$ cat src/hdl/pic_timer_defs.vh
// Constants for the programmable interval counter block
`ifndef PIC_TIMER_DEFS_VH
`define PIC_TIMER_DEFS_VH

// I/O port addresses
`define PIC_ADDR_CNT0 8'hc0
`define PIC_ADDR_CNT1 8'hc1
`define PIC_ADDR_CNT2 8'hc2
`define PIC_ADDR_CTRL 8'hc3

// Control word field positions
`define PIC_SEL_HI 7
`define PIC_SEL_LO 6
`define PIC_FMT_HI 5
`define PIC_FMT_LO 4
`define PIC_MODE_HI 3
`define PIC_MODE_LO 1
`define PIC_BCD_BIT 0

// counter_select codes
`define PIC_SEL_CNT0 2'h0
`define PIC_SEL_CNT1 2'h1
`define PIC_SEL_CNT2 2'h2
`define PIC_SEL_ILLEGAL 2'h3

// access_format codes
`define PIC_FMT_LATCH 2'h0
`define PIC_FMT_MSB 2'h1
`define PIC_FMT_LSB 2'h2
`define PIC_FMT_BOTH 2'h3

// count_mode_field codes
`define PIC_MODE_RATE 3'h2
`define PIC_MODE_SQUARE 3'h3

// Decrement steps
`define PIC_STEP_ONE 2'h1
`define PIC_STEP_TWO 2'h2
`define PIC_STEP_THREE 2'h3

// Reset values
`define PIC_RST_MODE 3'h0
`define PIC_RST_FMT 2'h3
`define PIC_RST_COUNT 16'h0000
`define PIC_RST_BYTE 8'h00
`define PIC_ONE 16'h0001

// Synchroniser layout and reset image (strobes idle high)
`define PIC_SYNC_W 21
`define PIC_SYNC_RST 21'h000018

`endif
$ cat src/hdl/pic_interval_timer.v
// Three-counter programmable interval timer with byte-wide I/O port
`include "pic_timer_defs.vh"
`default_nettype none

// Operation
// - Control words are written at port C3 and go to the selected counter.
// - Bits 7:6 pick counter 0, 1 or 2; code 11 is illegal.
// - Bits 5:4: latch, MSB only, LSB only, or LSB then MSB.
// - Bits 3:1: 010 rate generator, 011 square wave; others unused.
// - Bit 0 picks binary or four-digit BCD down-counting.
// - New count enters after all bytes plus a rising then falling clock.
// - Rate generator divides by N, output low one clock per N.
// - Rate generator count rewrite takes effect from the next period.
// - Square wave even count steps by two, half high half low.
// - Square wave at terminal count toggles output and reloads count.
// - Odd count, output high: first step one, then two until timeout.
// - Odd count, low phase: first step three, then two until timeout.
// - Odd count N: high (N+1)/2 clocks, low (N-1)/2 clocks.
module pic_interval_timer (
    input wire core_clk,
    input wire rst,
    input wire [7:0] io_addr,
    input wire [7:0] io_wdata,
    input wire io_wr_n,
    input wire io_rd_n,
    output reg [7:0] io_rdata_reg,
    output wire io_rdata_oe,
    input wire [2:0] cnt_clk_in,
    output wire [2:0] cnt_out
);

// Down-count by step in binary or BCD
function [15:0] pic_sub;
    input [15:0] v;
    input [1:0] step;
    input bcd;
    integer k;
    reg [4:0] d;
    reg [3:0] b;
    begin
        pic_sub = v - {14'h0, step};
        if (bcd) begin
            b = {2'b00, step};
            for (k = 0; k < 4; k = k + 1) begin
                d = {1'b0, v[k*4 +: 4]} - {1'b0, b};
                if (d[4]) begin
                    pic_sub[k*4 +: 4] = d[3:0] + 4'ha;
                    b = 4'h1;
                end else begin
                    pic_sub[k*4 +: 4] = d[3:0];
                    b = 4'h0;
                end
            end
        end
    end
endfunction

wire [`PIC_SYNC_W-1:0] sync_w;
wire [7:0] s_addr;
wire [7:0] s_wdata;
wire s_wr_n;
wire s_rd_n;
wire [2:0] s_cclk;

pic_sync #(
    .WIDTH(`PIC_SYNC_W),
    .RST_VAL(`PIC_SYNC_RST)
) u_sync (
    .core_clk(core_clk),
    .rst(rst),
    .async_in({io_addr, io_wdata, io_wr_n, io_rd_n, cnt_clk_in}),
    .sync_out(sync_w)
);

assign {s_addr, s_wdata, s_wr_n, s_rd_n, s_cclk} = sync_w;

reg wr_n_d_reg;
reg rd_n_d_reg;
reg [2:0] cclk_d_reg;
reg [7:0] wr_addr_reg;
reg [7:0] wr_data_reg;
reg [7:0] rd_addr_reg;

// Write acts at the end of the strobe on the held address and data
wire wr_take = s_wr_n & ~wr_n_d_reg;
wire rd_end = s_rd_n & ~rd_n_d_reg;
wire [2:0] cclk_rise = s_cclk & ~cclk_d_reg;
wire [2:0] cclk_fall = ~s_cclk & cclk_d_reg;
wire [23:0] rd_bytes;
wire ctrl_wr = wr_take && (wr_addr_reg == `PIC_ADDR_CTRL);
wire [1:0] ctrl_sel = wr_data_reg[`PIC_SEL_HI:`PIC_SEL_LO];
wire [1:0] ctrl_fmt = wr_data_reg[`PIC_FMT_HI:`PIC_FMT_LO];
wire [2:0] ctrl_mode = wr_data_reg[`PIC_MODE_HI:`PIC_MODE_LO];

always @(posedge core_clk or posedge rst) begin
    if (rst) begin
        wr_n_d_reg <= 1'b1;
        rd_n_d_reg <= 1'b1;
        cclk_d_reg <= 3'h0;
        wr_addr_reg <= `PIC_RST_BYTE;
        wr_data_reg <= `PIC_RST_BYTE;
        rd_addr_reg <= `PIC_RST_BYTE;
    end else begin
        wr_n_d_reg <= s_wr_n;
        rd_n_d_reg <= s_rd_n;
        cclk_d_reg <= s_cclk;
        if (!s_wr_n) begin
            wr_addr_reg <= s_addr;
            wr_data_reg <= s_wdata;
        end
        if (!s_rd_n) begin
            rd_addr_reg <= s_addr;
        end
    end
end

genvar i;
generate
for (i = 0; i < 3; i = i + 1) begin : g_cnt
    localparam [7:0] ADDR = (i == 0) ? `PIC_ADDR_CNT0 :
        (i == 1) ? `PIC_ADDR_CNT1 : `PIC_ADDR_CNT2;
    localparam [1:0] SEL = (i == 0) ? `PIC_SEL_CNT0 :
        (i == 1) ? `PIC_SEL_CNT1 : `PIC_SEL_CNT2;

    reg [2:0] mode_reg;
    reg bcd_reg;
    reg [1:0] fmt_reg;
    reg [15:0] count_reg;
    reg [15:0] stage_reg;
    reg msb_next_reg;
    reg pend_reg;
    reg rise_seen_reg;
    reg run_reg;
    reg [15:0] ce_reg;
    reg first_reg;
    reg out_reg;
    reg [15:0] latch_reg;
    reg latched_reg;
    reg rd_msb_reg;

    wire mode_ok = (mode_reg == `PIC_MODE_RATE) ||
        (mode_reg == `PIC_MODE_SQUARE);
    wire [15:0] ce_dec1 = pic_sub(ce_reg, `PIC_STEP_ONE, bcd_reg);
    // Odd count: high phase starts with one, low phase with three
    wire [1:0] sq_step = (count_reg[0] && first_reg) ?
        (out_reg ? `PIC_STEP_ONE : `PIC_STEP_THREE) :
        `PIC_STEP_TWO;
    wire [15:0] ce_sq = pic_sub(ce_reg, sq_step, bcd_reg);
    wire [15:0] rd_val = latched_reg ? latch_reg : ce_reg;
    wire cnt_wr = wr_take && (wr_addr_reg == ADDR);
    wire sel_hit = ctrl_wr && (ctrl_sel == SEL);

    assign cnt_out[i] = out_reg;
    assign rd_bytes[i*8 +: 8] = (fmt_reg == `PIC_FMT_MSB) ? rd_val[15:8] :
        (fmt_reg == `PIC_FMT_BOTH && rd_msb_reg) ? rd_val[15:8] :
        rd_val[7:0];

    always @(posedge core_clk or posedge rst) begin
        if (rst) begin
            mode_reg <= `PIC_RST_MODE;
            bcd_reg <= 1'b0;
            fmt_reg <= `PIC_RST_FMT;
            count_reg <= `PIC_RST_COUNT;
            stage_reg <= `PIC_RST_COUNT;
            msb_next_reg <= 1'b0;
            pend_reg <= 1'b0;
            rise_seen_reg <= 1'b0;
            run_reg <= 1'b0;
            ce_reg <= `PIC_RST_COUNT;
            first_reg <= 1'b0;
            out_reg <= 1'b1;
            latch_reg <= `PIC_RST_COUNT;
            latched_reg <= 1'b0;
            rd_msb_reg <= 1'b0;
        end else begin
            if (cclk_rise[i] && pend_reg) begin
                rise_seen_reg <= 1'b1;
            end
            if (cclk_fall[i]) begin
                if (pend_reg && rise_seen_reg) begin
                    // Count register takes the new value
                    count_reg <= stage_reg;
                    pend_reg <= 1'b0;
                    rise_seen_reg <= 1'b0;
                end
                // A running counter keeps counting through the transfer
                if (pend_reg && rise_seen_reg && !run_reg && mode_ok) begin
                    ce_reg <= stage_reg;
                    run_reg <= 1'b1;
                    first_reg <= 1'b1;
                    out_reg <= 1'b1;
                end else if (run_reg && mode_reg == `PIC_MODE_RATE) begin
                    if (ce_reg == `PIC_ONE) begin
                        ce_reg <= count_reg;
                        out_reg <= 1'b1;
                    end else begin
                        ce_reg <= ce_dec1;
                        out_reg <= (ce_dec1 != `PIC_ONE);
                    end
                end else if (run_reg) begin
                    if (ce_reg == {14'h0, sq_step}) begin
                        ce_reg <= count_reg;
                        out_reg <= ~out_reg;
                        first_reg <= 1'b1;
                    end else begin
                        ce_reg <= ce_sq;
                        first_reg <= 1'b0;
                    end
                end
            end
            if (sel_hit && ctrl_fmt == `PIC_FMT_LATCH) begin
                if (!latched_reg) begin
                    latch_reg <= ce_reg;
                    latched_reg <= 1'b1;
                    rd_msb_reg <= 1'b0;
                end
            end else if (sel_hit) begin
                // New configuration stops the counter until a count arrives
                mode_reg <= ctrl_mode;
                bcd_reg <= wr_data_reg[`PIC_BCD_BIT];
                fmt_reg <= ctrl_fmt;
                msb_next_reg <= 1'b0;
                pend_reg <= 1'b0;
                rise_seen_reg <= 1'b0;
                run_reg <= 1'b0;
                out_reg <= 1'b1;
                latched_reg <= 1'b0;
                rd_msb_reg <= 1'b0;
            end else if (cnt_wr) begin
                case (fmt_reg)
                    `PIC_FMT_MSB: begin
                        stage_reg <= {wr_data_reg, `PIC_RST_BYTE};
                        pend_reg <= 1'b1;
                        rise_seen_reg <= 1'b0;
                    end
                    `PIC_FMT_LSB: begin
                        stage_reg <= {`PIC_RST_BYTE, wr_data_reg};
                        pend_reg <= 1'b1;
                        rise_seen_reg <= 1'b0;
                    end
                    default: begin
                        if (!msb_next_reg) begin
                            stage_reg[7:0] <= wr_data_reg;
                            msb_next_reg <= 1'b1;
                        end else begin
                            stage_reg[15:8] <= wr_data_reg;
                            msb_next_reg <= 1'b0;
                            pend_reg <= 1'b1;
                            rise_seen_reg <= 1'b0;
                        end
                    end
                endcase
            end
            if (rd_end && rd_addr_reg == ADDR) begin
                if (fmt_reg == `PIC_FMT_BOTH) begin
                    rd_msb_reg <= ~rd_msb_reg;
                end
                if ((fmt_reg != `PIC_FMT_BOTH || rd_msb_reg) &&
                        !(sel_hit && ctrl_fmt == `PIC_FMT_LATCH)) begin
                    latched_reg <= 1'b0;
                end
            end
        end
    end
end
endgenerate

// Read data follows the addressed counter while the read strobe is low
assign io_rdata_oe = !s_rd_n && (s_addr == `PIC_ADDR_CNT0 ||
    s_addr == `PIC_ADDR_CNT1 || s_addr == `PIC_ADDR_CNT2);

always @(posedge core_clk or posedge rst) begin
    if (rst) begin
        io_rdata_reg <= `PIC_RST_BYTE;
    end else if (!s_rd_n) begin
        case (s_addr)
            `PIC_ADDR_CNT0: io_rdata_reg <= rd_bytes[7:0];
            `PIC_ADDR_CNT1: io_rdata_reg <= rd_bytes[15:8];
            `PIC_ADDR_CNT2: io_rdata_reg <= rd_bytes[23:16];
            default: io_rdata_reg <= `PIC_RST_BYTE;
        endcase
    end
end

endmodule
`default_nettype wire

$ cat src/hdl/pic_sync.v
// Two-flop synchroniser for the block's asynchronous pins
`default_nettype none

module pic_sync #(
    parameter WIDTH = 1,
    parameter [WIDTH-1:0] RST_VAL = {WIDTH{1'b0}}
) (
    input wire core_clk,
    input wire rst,
    input wire [WIDTH-1:0] async_in,
    output wire [WIDTH-1:0] sync_out
);

reg [WIDTH-1:0] meta_reg;
reg [WIDTH-1:0] sync_reg;

// The first stage feeds only the second stage
always @(posedge core_clk or posedge rst) begin
    if (rst) begin
        meta_reg <= RST_VAL;
        sync_reg <= RST_VAL;
    end else begin
        meta_reg <= async_in;
        sync_reg <= meta_reg;
    end
end

assign sync_out = sync_reg;

endmodule
`default_nettype wire

$ cat config.mk
export PLATFORM = sky130hd
export DESIGN_NAME = pic_interval_timer
export DESIGN_NICKNAME = d
export VERILOG_FILES = /design/src/hdl/pic_interval_timer.v /design/src/hdl/pic_sync.v
export VERILOG_INCLUDE_DIRS = /design/src /design/src/hdl
export SDC_FILE = /design/constraint.sdc
export NUM_CORES = 1
export LEC_CHECK = 0
export BUFFER_PORTS_ARGS = -buffer_cell sky130_fd_sc_hd__buf_2
export CAP_MARGIN = 0
export CORE_UTILIZATION = 60
export DETAILED_ROUTE_END_ITERATION = 16
export PLACE_DENSITY = 0.76
export SYNTH_ARGS = -nofsm -noshare
export SYNTH_HDL_FRONTEND = slang
export SYNTH_SLANG_ARGS = --single-unit
$ cat constraint.sdc
create_clock -name core_clk -period 17.27 [get_ports core_clk]
set_input_delay 1.727 -clock core_clk [delete_from_list [all_inputs] [get_ports core_clk]]
set_output_delay 1.727 -clock core_clk [all_outputs]
set_load 0.005 [all_outputs]
==> flow_metrics.env <==
export IMPL_outcome="complete, no violations"
export IMPL_fin_tns_setup_ns=0
export IMPL_synth_warning_count=0
export IMPL_post_route_min_period_ns=5.300
export IMPL_r2r_start="g_cnt[0].ce_reg[1]$_DFFE_PP0P_"
export IMPL_min_path_type="reg2reg"
export IMPL_synth_enable_flop_cells=0
export IMPL_postCtsResizedCells=0
export IMPL_fillerInstances=2400
export IMPL_drc_errors=0
export IMPL_synth_seq_cells=313
export IMPL_grt_use_total=0.3222
export IMPL_skew_ns=0.01316
export IMPL_route_vias_total=15350
export IMPL_remaining_max_slew_budget_at_the_tightest_pin=0.1172
export IMPL_route_detailed_vias_per_inst=6.463
export IMPL_critical_path_required_ns=17.71
export IMPL_cts_post_setup_buffers_inserted=0
export IMPL_p_leak_nw=9.365
export IMPL_route_detailed_wl_per_inst_um=21.57
export IMPL_period_share=0.3069
export IMPL_max_vdd_ir_drop_mv=0.1251
export IMPL_maximum_number_of_pins_on_one_net_before_global_route_repair=185
export IMPL_postRouteWirelength_um=51230
export IMPL_finalWeightedCongestion=0.9620
export IMPL_syn_inst=1985
export IMPL_synthesized_net_count=2092
export IMPL_die_y_um=180.2
export IMPL_post_route_cells_drive_above_1_share=0.1617
export IMPL_n_antenna_cell=0
export IMPL_syn2layout_area_growth_pct=8.199
export IMPL_synth_area_per_cell_um2=9.594
export IMPL_grt_pass1_vias=14990
export IMPL_clockBufferDepth=3
export IMPL_power_density_mw_per_mm2=77.94
export IMPL_drv_cap=0
export IMPL_cp_arrival_ns=5.74
export IMPL_synthesis_area_mm2=0.01904
export IMPL_design_final_nets=2061
export IMPL_tritoncts_clock_tree="done"
export IMPL_synth_lib_cells_used_distinct=84
export IMPL_worst_r2r_cell_count=19
export IMPL_tritoncts_num_buffers=34
export IMPL_rsz0062_at_grt="no"
export IMPL_final_antenna_net_count=0
export IMPL_worstSetupEndpoint="g_cnt[0].out_reg$_DFF_PP1_"
export IMPL_die_x_um=180.2
export IMPL_clk_root_buffer_cell="sky130_fd_sc_hd__clkbuf_16"
export IMPL_final_hold_viol_count=0
export IMPL_fp_dieArea_mm2=0.03246
export IMPL_initial_utilization=0.6161
export IMPL_number_of_detailed_routing_iterations_run_before_antenna_repair=6
export IMPL_htreeDepth=2
export IMPL_post_dp_hpwl_um=35870
export IMPL_timing_critical_path_fanout_max=8
export IMPL_least_margin_pin_slew_ns=1.306
export IMPL_timing_max_transition_violations_final=0
export IMPL_asyncSetResetFlopFracSynth=1.000
export IMPL_startpoint="g_cnt[0].ce_reg[1]$_DFFE_PP0P_"
export IMPL_placementRows=64
export IMPL_io_pins=35
export IMPL_r2r_setup_slack_ns=11.97
export IMPL_finalCoreUtilization=0.6667
export IMPL_number_of_antenna_violations_at_the_first_check_in_global_routing=0
export IMPL_multiInputGateArea_mm2=0.01030
export IMPL_report_final_setup_viol=0
export IMPL_clock_sinks=313
export IMPL_path_class="reg2reg"
export IMPL_startpoint_class="register"
export IMPL_setup_worst_path_end_class="register"
export IMPL_cts_hold_buffers_added=0
export IMPL_achievable_frequency_mhz=188.7
export IMPL_detail_route_iter0_violations=1377
export IMPL_synth_ff_type="sky130_fd_sc_hd__dfrtp_1"
export IMPL_floorplan_core_area_mm2=0.03091
export IMPL_worstReg2RegEnd="g_cnt[0].out_reg$_DFF_PP1_"
export IMPL_register_area_mm2=0.007851
export IMPL_clkLatencyLatePin_ns=0.54
export IMPL_clk_transition_reported_paths_ns=0.07
export IMPL_io_buffers=34
export IMPL_grt_first_pass_wirelength_um=83130
export IMPL_synth_sequential_area_ratio=0.4123
export IMPL_overflow=0
export IMPL_report_power_total_mw=1.606
## layer usage
layer | GRT usage | share of wire | vias up
li1 | - | - | 7112
met4 | 0.1108 | 0.032 | 0
met3 | 0.03981 | 0.070 | 115
met1 | 0.4592 | 0.43 | 7503
met2 | 0.5112 | 0.46 | 619
met5 | 0 | 0 | -
## cell type report
type                            count  share of cell area
Clock buffer                       42             0.04420
Clock inverter                     19             0.01354
Inverter                          101             0.01876
Multi-Input combinational cell   1444              0.5001
Sequential cell                   313              0.3810
Tap cell                          396             0.02405
Timing Repair Buffer               60             0.01834
## placed cells by master, fill, tap and decap left out, drive strengths merged, types with 42 or more instances in the layout
cell    instances
clkbuf         42
mux2          136
o21ai         179
nand3          54
inv           105
nor2          108
ha             81
dfrtp         298
a21oi          86
nand2         211
buf            60
xnor2          64
## cells in the mapped netlist, types with 6 or more instances
library cell                  n  area, µm²
sky130_fd_sc_hd__xor2_1      29      254.0
sky130_fd_sc_hd__a211o_1      7      61.31
sky130_fd_sc_hd__xnor2_1     64      560.5
sky130_fd_sc_hd__buf_2        8      40.04
sky130_fd_sc_hd__inv_1      101      379.1
sky130_fd_sc_hd__nor4_1      26      162.7
sky130_fd_sc_hd__o21a_1       9      67.56
sky130_fd_sc_hd__nand3_1     53      265.3
sky130_fd_sc_hd__nor3_1      34      170.2
sky130_fd_sc_hd__o211ai_1    25      187.7
sky130_fd_sc_hd__nor4b_1      9      78.83
sky130_fd_sc_hd__o221ai_1    10      87.58
sky130_fd_sc_hd__ha_1        81       1013
sky130_fd_sc_hd__or2_2        9      56.30
sky130_fd_sc_hd__nand2_1    211      792.0
sky130_fd_sc_hd__a22oi_1     12      90.09
sky130_fd_sc_hd__o2111ai_1    7      61.31
sky130_fd_sc_hd__and3_1      16      100.1
sky130_fd_sc_hd__o31ai_1     14      105.1
sky130_fd_sc_hd__o211a_1     10      100.1
sky130_fd_sc_hd__buf_1       12      45.04
sky130_fd_sc_hd__nor3b_1     27      202.7
sky130_fd_sc_hd__mux2_2     135       1520
sky130_fd_sc_hd__nor2_1     108      405.4
sky130_fd_sc_hd__a221oi_1    14      122.6
sky130_fd_sc_hd__a211oi_1    15      112.6
sky130_fd_sc_hd__mux2i_1     19      190.2
sky130_fd_sc_hd__a31oi_1      9      56.30
sky130_fd_sc_hd__nand2b_1    24      150.1
sky130_fd_sc_hd__o31a_1       8      70.07
sky130_fd_sc_hd__o21ai_0    177      885.9
sky130_fd_sc_hd__nor4bb_1     6      60.06
sky130_fd_sc_hd__dfrtp_1    298       7457
sky130_fd_sc_hd__mux4_2      24      540.5
sky130_fd_sc_hd__clkbuf_1   101      379.1
sky130_fd_sc_hd__dfstp_2     15      394.1
sky130_fd_sc_hd__nor2b_1     27      168.9
sky130_fd_sc_hd__nand4_1     13      81.33
sky130_fd_sc_hd__and2_1      12      75.07
sky130_fd_sc_hd__or3_1       11      68.82
sky130_fd_sc_hd__o22ai_1     19      118.9
sky130_fd_sc_hd__a21oi_1     86      430.4
## metrics by stage
stage / worst slack [ns] / area, µm² / hold WS [ns] / std cells
after floorplan: 6.910 / 19040 / 0.3312 / 1985
after global placement: 12.32 / 19420 / 0.3319 / 2314
after detailed placement: 12.00 / 19420 / 0.3356 / 2314
after CTS: 12.01 / 20610 / 0.3490 / 2375
after global routing: 11.27 / 20610 / 0.3561 / 2375
final: 11.97 / 20610 / 0.3471 / 2375
## worst min-delay path by stage
stage	startpoint	to	slack, ns	depth (start not counted)
after floorplan	u_sync.meta_reg[0]$_DFF_PP0_	u_sync.sync_out[0]$_DFF_PP0_	0.33	0
after global placement	u_sync.meta_reg[10]$_DFF_PP0_	u_sync.sync_out[10]$_DFF_PP0_	0.33	0
after detailed placement	u_sync.meta_reg[0]$_DFF_PP0_	u_sync.sync_out[0]$_DFF_PP0_	0.34	0
after CTS	u_sync.meta_reg[0]$_DFF_PP0_	u_sync.sync_out[0]$_DFF_PP0_	0.35	0
after global routing	u_sync.meta_reg[0]$_DFF_PP0_	u_sync.sync_out[0]$_DFF_PP0_	0.36	0
final	u_sync.meta_reg[19]$_DFF_PP0_	u_sync.sync_out[19]$_DFF_PP0_	0.35	0
## where the power goes
part           total [mW]  internal (mW)  leakage (nW)  switching, mW
Sequential          0.775          0.751          4.14         0.0235
Combinational      0.0538         0.0194          4.65         0.0344
Clock               0.777          0.458         0.576          0.319
## worst max-delay path, stage by stage (launching register included)
cell and delay [ns]:
sky130_fd_sc_hd__dfrtp_1 0.46, sky130_fd_sc_hd__inv_1 0.18, sky130_fd_sc_hd__ha_1 0.25, sky130_fd_sc_hd__nor3b_1 0.56
sky130_fd_sc_hd__ha_1 0.33, sky130_fd_sc_hd__ha_1 0.27, sky130_fd_sc_hd__nor3b_1 0.33, sky130_fd_sc_hd__ha_1 0.26
sky130_fd_sc_hd__ha_1 0.23, sky130_fd_sc_hd__nor3b_1 0.40, sky130_fd_sc_hd__ha_1 0.27, sky130_fd_sc_hd__nor2b_1 0.23
sky130_fd_sc_hd__xnor2_1 0.10, sky130_fd_sc_hd__ha_1 0.19, sky130_fd_sc_hd__a21oi_1 0.12, sky130_fd_sc_hd__o21ai_0 0.09
sky130_fd_sc_hd__a311oi_1 0.39, sky130_fd_sc_hd__nand4b_1 0.15, sky130_fd_sc_hd__nor4_1 0.28, sky130_fd_sc_hd__o21ai_0 0.15
## logic make-up (layout without fill, tap and decap cells)
group | after synthesis | count (layout) | synth area share
AO/OA/AOI/OAI | 473 | 473 | 0.1583
XOR/XNOR | 93 | 93 | 0.04277
adder cells (fa/ha/maj) | 84 | 84 | 0.05637
buffers and inverters | 228 | 222 | 0.04691
flip-flops | 313 | 313 | 0.4123
multiplexers | 179 | 179 | 0.1190
AND/OR/NAND/NOR | 615 | 615 | 0.1644
Power figures use the tool's default switching activity.
